## src/shared/csep_pkg.sv

```systemverilog
// Purpose: constants and types for the carriage encoder counter and servo pwm
// Assumes: encoder channels already synchronous to mclk
// Notes: no software registers; counter and duty value are plain ports
package csep_pkg;
  localparam int unsigned CSEP_POS_W = 8;
  localparam int unsigned CSEP_PWM_W = 8;
  localparam logic [7:0] CSEP_POS_RST = 8'h00;
  localparam logic [7:0] CSEP_DUTY_RST = 8'h00;
  localparam int unsigned CSEP_LINES_PER_INCH = 150;
  localparam int unsigned CSEP_COUNTS_PER_LINE = 4;
  localparam int unsigned CSEP_COUNTS_PER_INCH = CSEP_LINES_PER_INCH * CSEP_COUNTS_PER_LINE;

  typedef struct packed {
    logic a;
    logic b;
  } csep_quad_s;

  typedef enum logic [1:0] {
    CSEP_STEP_NONE,
    CSEP_STEP_LEFT,
    CSEP_STEP_RIGHT
  } csep_step_e;
endpackage : csep_pkg

```

## src/rtl/csep_servo_encoder.sv

```systemverilog
// Purpose: quadrature position counter and servo pwm generator
// Assumes: encoder inputs synchronous to mclk, one edge per cycle at most
// Notes: a step where both channels change is treated as no count
`timescale 1ns/1ps
module csep_servo_encoder
  import csep_pkg::*;
#(
  parameter int unsigned POS_W = CSEP_POS_W,
  parameter int unsigned PWM_W = CSEP_PWM_W
)
(
  // clock and reset
  input wire logic mclk,
  input wire logic rst,
  // encoder detectors
  input wire csep_quad_s enc_in,
  // processor side
  input wire logic duty_wr,
  input wire logic [PWM_W-1:0] duty_data,
  output logic [POS_W-1:0] pos_count,
  output logic [PWM_W-1:0] duty_value,
  // motor driver
  output logic motor_pwm
);

  // decode one step from previous and present channel levels
  function automatic csep_step_e quad_step(input csep_quad_s prv, input csep_quad_s cur);
    csep_step_e s;
    s = CSEP_STEP_NONE;
    if (prv.a != cur.a && prv.b == cur.b)
      s = ((cur.a ^ cur.b) != 1'b0) ? CSEP_STEP_LEFT : CSEP_STEP_RIGHT;
    else if (prv.b != cur.b && prv.a == cur.a)
      s = ((cur.a ^ cur.b) != 1'b0) ? CSEP_STEP_RIGHT : CSEP_STEP_LEFT;
    return s;
  endfunction : quad_step

  csep_quad_s enc_prev_ff;
  csep_quad_s nxt_enc_prev;
  logic [POS_W-1:0] pos_ff;
  logic [POS_W-1:0] nxt_pos;
  logic primed_ff;
  logic nxt_primed;
  csep_step_e step;

  always_comb
  begin
    nxt_enc_prev = enc_in;
    nxt_primed = 1'b1;
    step = primed_ff ? quad_step(enc_prev_ff, enc_in) : CSEP_STEP_NONE;
    nxt_pos = pos_ff;
    unique case (step)
      CSEP_STEP_LEFT: nxt_pos = pos_ff + 1'b1;
      CSEP_STEP_RIGHT: nxt_pos = pos_ff - 1'b1;
      CSEP_STEP_NONE: nxt_pos = pos_ff;
      default: nxt_pos = pos_ff;
    endcase
  end

  always_ff @(posedge mclk)
  begin
    if (rst)
    begin
      enc_prev_ff <= '0;
      pos_ff <= POS_W'(CSEP_POS_RST);
      primed_ff <= 1'b0;
    end
    else
    begin
      enc_prev_ff <= nxt_enc_prev;
      pos_ff <= nxt_pos;
      primed_ff <= nxt_primed;
    end
  end

  assign pos_count = pos_ff;

  // pwm: duty register and free-running period counter
  logic [PWM_W-1:0] duty_ff;
  logic [PWM_W-1:0] nxt_duty;
  logic [PWM_W-1:0] cnt_ff;
  logic [PWM_W-1:0] nxt_cnt;
  logic pwm_ff;
  logic nxt_pwm;

  always_comb
  begin
    nxt_duty = duty_wr ? duty_data : duty_ff;
    nxt_cnt = cnt_ff + 1'b1;
    nxt_pwm = (nxt_cnt < duty_ff);
  end

  always_ff @(posedge mclk)
  begin
    if (rst)
    begin
      duty_ff <= PWM_W'(CSEP_DUTY_RST);
      cnt_ff <= '0;
      pwm_ff <= 1'b0;
    end
    else
    begin
      duty_ff <= nxt_duty;
      cnt_ff <= nxt_cnt;
      pwm_ff <= nxt_pwm;
    end
  end

  assign duty_value = duty_ff;
  assign motor_pwm = pwm_ff;

  a_left_count_up: assert property (@(posedge mclk) disable iff (rst)
    (primed_ff && enc_prev_ff.a != enc_in.a && enc_prev_ff.b == enc_in.b && (enc_in.a ^ enc_in.b))
    |=> pos_count == $past(pos_count) + 1'b1)
    else $error("left step did not increment");
  a_right_count_dn: assert property (@(posedge mclk) disable iff (rst)
    (primed_ff && enc_prev_ff.b != enc_in.b && enc_prev_ff.a == enc_in.a && (enc_in.a ^ enc_in.b))
    |=> pos_count == $past(pos_count) - 1'b1)
    else $error("right step did not decrement");
  a_count_hold_idle: assert property (@(posedge mclk) disable iff (rst)
    (enc_prev_ff == enc_in) |=> $stable(pos_count))
    else $error("counter moved without encoder edge");
  a_count_wrap_up: assert property (@(posedge mclk) disable iff (rst)
    (pos_count == 8'hFF && step == CSEP_STEP_LEFT) |=> pos_count == 8'h00)
    else $error("counter did not wrap");
  a_duty_write_load: assert property (@(posedge mclk) disable iff (rst)
    duty_wr |=> duty_value == $past(duty_data))
    else $error("duty write lost");
  a_pwm_zero_off: assert property (@(posedge mclk) disable iff (rst)
    (duty_value == 8'h00 && !duty_wr) [*2] |-> !motor_pwm)
    else $error("pwm on with zero duty");
  a_pwm_high_seen: assert property (@(posedge mclk) disable iff (rst)
    (duty_value == 8'h80 && !duty_wr) [*3] |-> ##[0:260] motor_pwm)
    else $error("pwm never high");
  a_pwm_low_seen: assert property (@(posedge mclk) disable iff (rst)
    (duty_value == 8'h80 && !duty_wr) [*3] |-> ##[0:260] !motor_pwm)
    else $error("pwm never low");

  // step checks for the left b-edge and right a-edge, for refused steps, then wrap-down, duty hold and pwm checks
  a_left_b_edge: assert property (@(posedge mclk) disable iff (rst)
    (primed_ff && enc_prev_ff.b != enc_in.b && enc_prev_ff.a == enc_in.a && !(enc_in.a ^ enc_in.b))
    |=> pos_count == $past(pos_count) + 1'b1)
    else $error("left b-edge did not increment");

  a_right_a_edge: assert property (@(posedge mclk) disable iff (rst)
    (primed_ff && enc_prev_ff.a != enc_in.a && enc_prev_ff.b == enc_in.b && !(enc_in.a ^ enc_in.b))
    |=> pos_count == $past(pos_count) - 1'b1)
    else $error("right a-edge did not decrement");

  a_both_edge_none: assert property (@(posedge mclk) disable iff (rst)
    (primed_ff && enc_prev_ff.a != enc_in.a && enc_prev_ff.b != enc_in.b)
    |=> $stable(pos_count))
    else $error("double edge changed counter");

  a_unprimed_hold: assert property (@(posedge mclk) disable iff (rst)
    !primed_ff
    |=> $stable(pos_count))
    else $error("counter moved on reference sample");

  a_count_wrap_dn: assert property (@(posedge mclk) disable iff (rst)
    (pos_count == 8'h00 && step == CSEP_STEP_RIGHT)
    |=> pos_count == 8'hFF)
    else $error("counter did not wrap down");

  a_duty_hold_idle: assert property (@(posedge mclk) disable iff (rst)
    !duty_wr
    |=> $stable(duty_value))
    else $error("duty changed without write");

  a_pwm_full_low: assert property (@(posedge mclk) disable iff (rst)
    (duty_value == 8'hFF && !duty_wr && cnt_ff == 8'hFE)
    |=> !motor_pwm)
    else $error("pwm high at period end with full duty");

  a_pwm_reset_low: assert property (@(posedge mclk) disable iff (rst)
    $past(rst)
    |-> !motor_pwm)
    else $error("pwm high after reset");

  // assertion helpers: cycles since last duty write, pwm levels seen since
  localparam int unsigned WATCH_LIM = 300;
  logic [8:0] watch_ff;
  logic [8:0] nxt_watch;
  logic seen_hi_ff;
  logic nxt_seen_hi;
  logic seen_lo_ff;
  logic nxt_seen_lo;

  always_comb
  begin
    nxt_watch = watch_ff;
    nxt_seen_hi = seen_hi_ff | motor_pwm;
    nxt_seen_lo = seen_lo_ff | !motor_pwm;
    if (duty_wr)
    begin
      nxt_watch = '0;
      nxt_seen_hi = 1'b0;
      nxt_seen_lo = 1'b0;
    end
    else if (watch_ff != 9'(WATCH_LIM))
      nxt_watch = watch_ff + 1'b1;
  end

  always_ff @(posedge mclk)
  begin
    if (rst)
    begin
      watch_ff <= '0;
      seen_hi_ff <= 1'b0;
      seen_lo_ff <= 1'b0;
    end
    else
    begin
      watch_ff <= nxt_watch;
      seen_hi_ff <= nxt_seen_hi;
      seen_lo_ff <= nxt_seen_lo;
    end
  end

  a_pwm_high_due: assert property (@(posedge mclk) disable iff (rst)
    (watch_ff == 9'(WATCH_LIM) && duty_value != 8'h00)
    |-> seen_hi_ff)
    else $error("pwm not high within a period");

  a_pwm_low_due: assert property (@(posedge mclk) disable iff (rst)
    (watch_ff == 9'(WATCH_LIM))
    |-> seen_lo_ff)
    else $error("pwm not low within a period");

endmodule : csep_servo_encoder

```

## config.mk

```make
export PLATFORM = sky130hd
export DESIGN_NAME = csep_servo_encoder
export DESIGN_NICKNAME = d
export VERILOG_FILES = /design/src/shared/csep_pkg.sv /design/src/rtl/csep_servo_encoder.sv
export SDC_FILE = /design/constraint.sdc
export NUM_CORES = 1
export LEC_CHECK = 0
export ABC_AREA = 1
export BUFFER_PORTS_ARGS = -buffer_cell sky130_fd_sc_hd__buf_2
export CAP_MARGIN = 20
export CELL_PAD_IN_SITES_DETAIL_PLACEMENT = 0
export CELL_PAD_IN_SITES_GLOBAL_PLACEMENT = 1
export CORE_MARGIN = 1
export CORE_UTILIZATION = 29
export DETAILED_ROUTE_END_ITERATION = 12
export GPL_TIMING_DRIVEN = 1
export HOLD_SLACK_MARGIN = 0.03
export PLACE_DENSITY = 0.64
export SYNTH_ARGS = -nofsm -noshare
export SYNTH_HDL_FRONTEND = slang
export SYNTH_SLANG_ARGS = --single-unit
```

## constraint.sdc

```tcl
create_clock -name mclk -period 3.4 [get_ports mclk]
set_clock_uncertainty 0.15 [all_clocks]
set_input_delay 0 -clock mclk [delete_from_list [all_inputs] [get_ports mclk]]
set_output_delay 0 -clock mclk [all_outputs]
set_load 0.01 [all_outputs]
```

# Word-level counts from Yosys, hierarchy flattened
# Cells that the tools add are included.
[classes]
add_sub_neg = 3
magnitude_cmp = 1
eq_ne = 6
muxes = 7
bitwise_logic = 1
n_reduce_logical = 3
[ops]
columns = ["op", "count"]
rows = [
  ["adder 8 x 1 -> 8 bit, second input constant", 2],
  ["one-hot mux 8 bit (2 select lines)", 1],
  ["2-to-1 mux 2 bit", 5],
  ["< comparator 8 bit", 1],
  ["subtractor 8 x 1 -> 8 bit, second input constant", 1],
  ["== test 1 bit", 2],
  ["== test 2 x 1 -> 1 bit, second input constant", 1],
  ["== test 2 bit, second input constant", 1],
  ["logical AND 1 bit", 2],
  ["!= test 1 bit", 2],
  ["nonzero test 2 bit", 1],
  ["2-to-1 mux 1 bit", 1],
  ["bitwise XOR 1 bit", 1],
]
[totals]
register_bits = 28
out_inout_bits = 17
elab_cells = 28

# Longest topological paths before layout
[logic_depth]
depth_word = 7
mapped_depth = 16
mapped_depth_nobuf = 16

# Worst setup path after synthesis
# OpenSTA, ideal clock, no wires.
[synth_path]
path_kind = "register -> register"
start = "register enc_prev_ff[1] (netlist bit)"
end = "register pos_ff[6] (netlist: pos_count[6])"
setup_ps = 117
arrival_time_ps = 2050
slack_ps = 1083
path_stages_with_launch = 15
path_buffers = 0
period_less_slack_ps = 2317
path_cell_list = "dfxtp_1 xor2_1 nand3_1 a21boi_1 ha_1 inv_1 fa_1 inv_1 nand2_1 nand2_1 nand3b_4 nand3_1 nand2_1 nor2_1 nor2_1"
[synth_via]
elab_chain_len = 7
elab_cells_between_ends = 11
cone_classes = "4 x eq/ne; 4 x mux; 3 x reduce/logical"
[synth_rtl]
columns = ["item", "line_no", "source"]
rows = [
  ["start, declared", "csep_servo_encoder.sv:37", "csep_quad_s enc_prev_ff;"],
  ["start signal, assigned", "csep_servo_encoder.sv:69", "enc_prev_ff <= nxt_enc_prev;"],
  ["== test 1 bit", "csep_servo_encoder.sv:32", "else if (prv.b != cur.b && prv.a == cur.a)"],
  ["logical AND 1 bit", "csep_servo_encoder.sv:32", ""],
  ["2-to-1 mux 2 bit", "csep_servo_encoder.sv:32", ""],
  ["2-to-1 mux 2 bit *", "csep_servo_encoder.sv:30", "if (prv.a != cur.a && prv.b == cur.b)"],
  ["2-to-1 mux 2 bit *", "csep_servo_encoder.sv:49", "step = primed_ff ? quad_step(enc_prev_ff, enc_in) : CSEP_STEP_NONE;"],
  ["== test 2 bit / == test 2 x 1 -> 1 bit (equally long branches)", "csep_servo_encoder.sv:51", "unique case (step)"],
  ["one-hot mux 8 bit (2 select lines) / nonzero test 2 bit (equally long branches)", "--", ""],
  ["end signal, assigned", "csep_servo_encoder.sv:64", "pos_ff <= POS_W'(CSEP_POS_RST);"],
  ["end signal, assigned", "csep_servo_encoder.sv:70", "pos_ff <= nxt_pos;"],
  ["end, declared", "csep_servo_encoder.sv:39", "logic [POS_W-1:0] pos_ff;"],
]
# Every way passes the cells marked *; elsewhere a longest branch is shown, timed or not.
# A chain may end at the register's enable or synchronous reset.

# Final worst setup path
[layout_path]
start = "input enc_in[0] (netlist bit)"
end = "register pos_ff[6] (netlist: pos_count[6])"
[layout_via]
elab_chain_len = 7
elab_cells_between_ends = 14
cone_classes = "4 x eq/ne; 6 x mux; 1 x bitwise; 3 x reduce/logical"
[layout_rtl]
columns = ["item", "line_no", "source"]
rows = [
  ["start, declared", "csep_servo_encoder.sv:16", "input wire csep_quad_s enc_in,"],
  ["bitwise XOR 1 bit / != test 1 bit (equally long branches)", "csep_servo_encoder.sv:31, csep_servo_encoder.sv:33, csep_servo_encoder.sv:32", ""],
  ["2-to-1 mux 2 bit / logical AND 1 bit (equally long branches)", "csep_servo_encoder.sv:33, csep_servo_encoder.sv:32", ""],
  ["2-to-1 mux 2 bit", "csep_servo_encoder.sv:32", ""],
  ["2-to-1 mux 2 bit *", "csep_servo_encoder.sv:30", ""],
  ["2-to-1 mux 2 bit *", "csep_servo_encoder.sv:49", ""],
  ["== test 2 bit / == test 2 x 1 -> 1 bit (equally long branches)", "csep_servo_encoder.sv:51", ""],
  ["one-hot mux 8 bit (2 select lines) / nonzero test 2 bit (equally long branches)", "--", ""],
]
# Marks and branches as above.

==> flow_summary.yaml <==
placement:
  place_hpwl_mm: 2.49
  io_buffer_count: 29
  place_congestion: 0.726
synth:
  ys_ff_latch: 28
  synth_cells: 213
  ys_seq_area_frac: 0.354
  synth.net_count: 242
  synth.avg_cell_area_um2: 7.44
  yosysUniqueCellTypes: 25
  synth-warning-count: 0
  synthesis.area_um2: 1590
clock_network:
  cts-buffers-inserted: 3
  cts_buffer_depth: 2
  cts_resized: 0
  cts_sinks: 28
  ctsRootBufferMaster: "clkbuf_8"
  clock_latency_ps: 270
  htreeDepth: 1
  post_cts_buffers: 0
  cts_tree: "done"
  clk_pin_slew_ps: 100
die:
  die_h_um: 75.9
  dieArea_um2: 5770
  start_util: 0.306
  ioPinCount: 30
  die_w_um: 75.9
  core_area_um2: 5170
  num_rows: 26
critical_path:
  setup.worst_path.end: "pos_count[6]"
  required_ps: 3420
  crit_arrival_ps: 2660
  start_kind: "primary input"
  rr_worst_depth: 14
  worstPathCellList: "dlygate4sd3_1 > buf_2 > xnor2_1 > nand3_1 > a21boi_1 > ha_1 > inv_1 > fa_1 > inv_1 > nand2_1 > nand2_1 > nand3b_4 > nand3_1 > nand2_1 > nor2_1 > nor2_1"
  crit_start: "enc_in[0]"
  cpMaxStageDelayCell: "dlygate4sd3_1"
  critPathKind: "primary input to register"
  r2r-end: "pos_count[6]"
  r2r_slack_ps: 860
  crit_path_frequent_cell: "nand2_1"
  r2r-start: "enc_prev_ff[1]"
  max_stage_delay_ps: 530
  crit_fanout: 8
  end_kind: "register"
timing:
  worst_slew_pin_slew_ps: 424
  tns_ps: 0
  period_needed_ps: 2640
  hold_viol_final: 0
  slew_headroom: 0.717
  rsz0062_at_grt: "false"
  finalSetupViolCount: 0
  max_freq_ghz: 0.379
  min_period_over_period: 0.776
  maxSlewViolCount: 0
detailed_routing:
  dr.pass1.iters: 4
  final_antenna_net_count: 0
  drc: 0
  wl_per_cell_um: 10.1
  vias_per_cell: 4.33
  vias: 1410
  first_iter_violations: 27
  finalWirelength_mm: 3.29
cells_and_area:
  layout_common_cells: "nand2_1, inv_1, buf_2"
  seqCellArea_um2: 561
  final_layout_size_suffix_gt1_frac: 0.160
  antenna_cells: 0
  design.final.nets: 286
  multi_input_area_um2: 863
  area_growth_pct: 25.3
  final_common_cell: "nand2_1"
  final_util: 0.384
  filler_cell_count: 566
grt:
  grt_pass1_vias: 1302
  overflow: 0
  track_usage: 0.117
  grt_max_degree: 16
  grt_pass1_wl_mm: 5.64
  antenna_found_initial: 0
hold_path:
  hold_path_class: "primary input to register"
pwr:
  ir_drop_mv: 0.183
  p_leak_nw: 1.08
  power_density_nw_per_um2: 409
status:
  outcome: "completed"
run:
  maxCapViolations: 0
power breakdown:
part	switching (mW)	internal, mW
clock network	0.104	0.104
registers	0.0202	0.357
logic	0.127	0.101
total	0.251	0.561
timing repair:
item,CTS,global route
endpoints found under the hold margin,18,0
endpoints found under the setup margin,0,0
hold buffers,14,0
cells by family after synthesis:
group	count (synthesis)	synth area share
buffers and inverters	40	0.102
adder cells (fa/ha/maj)	16	0.131
AND/OR/NAND/NOR	88	0.254
flip-flops	28	0.354
XOR/XNOR	9	0.0497
AO/OA/AOI/OAI	32	0.110
critical path, delay by kind of cell:
family          cells  cell delay, ps
xor+xnor            1             230
simple gates        8             660
fa+ha+maj           2             780
buf+inv             4             840
compound gates      1             160
per-stage QoR:
step                total power [mW]  instance area, µm²  cells  hold slack [ps]  setup WS, ps
floorplan                      0.543                1590    213            -43.0          1080
global placement               0.604                1790    308             81.9           903
detailed placement             0.603                1790    308             81.5           867
CTS                            0.823                1990    326             53.4           739
global route                   0.870                1990    326             93.8           533
finish                         0.812                1990    326             52.6           761
Yosys cell counts:
cell type,count,area (µm²)
a21o_1,1,7.51
a21oi_1,14,70.1
a21oi_2,1,8.76
nand3b_2,1,11.3
dfxtp_1,28,561
nand3b_1,2,15.0
nand3_1,13,65.1
nor2_1,28,105
inv_1,34,128
nor3_1,1,5.00
nand3b_4,1,20.0
or2_4,2,17.5
ha_1,15,188
nand4_1,3,18.8
xor2_1,6,52.6
fa_1,1,20.0
buf_6,1,11.3
nand2_1,36,135
a21boi_1,1,7.51
o21ai_0,13,65.1
buf_2,3,15.0
nand3_2,1,10.0
inv_2,2,7.51
xnor2_1,3,26.3
o211ai_1,2,15.0
flip-flops by register name (all words and copies together), names as in the netlist:
name         cells
pos_count        8
primed_ff        1
cnt_ff           8
duty_value       8
motor_pwm        1
enc_prev_ff      2
worst min path at each step:
stage                       startpoint        endpoint  slack, ps  cells past startpoint
after CTS                      duty_wr   duty_value[1]         50                      3
after global placement    duty_data[0]   duty_value[0]         80                      3
final                          duty_wr   duty_value[7]         50                      3
after global routing           duty_wr   duty_value[4]         90                      3
after detailed placement  duty_data[0]   duty_value[0]         80                      3
after floorplan              enc_in[0]  enc_prev_ff[0]        -40                      2
per-layer routing:
| metal | up-vias | part of all wire | track usage |
|---|---|---|---|
| li1 | 770 | - | - |
| met1 | 613 | 0.54 | 0.163 |
| met2 | 25 | 0.42 | 0.192 |
| met3 | 2 | 0.026 | 0.0157 |
| met4 | 0 | 0.0061 | 0.0288 |
| met5 | - | 0 | 0 |
layout make-up:
cell class / count / area share
timing repair buffer: 43 / 0.144
tap: 70 / 0.0441
sequential: 28 / 0.282
inverter: 36 / 0.0680
clock buffer: 4 / 0.0277
multi-input combinational: 145 / 0.435
Note: power is estimated with default switching activity, not from simulation.
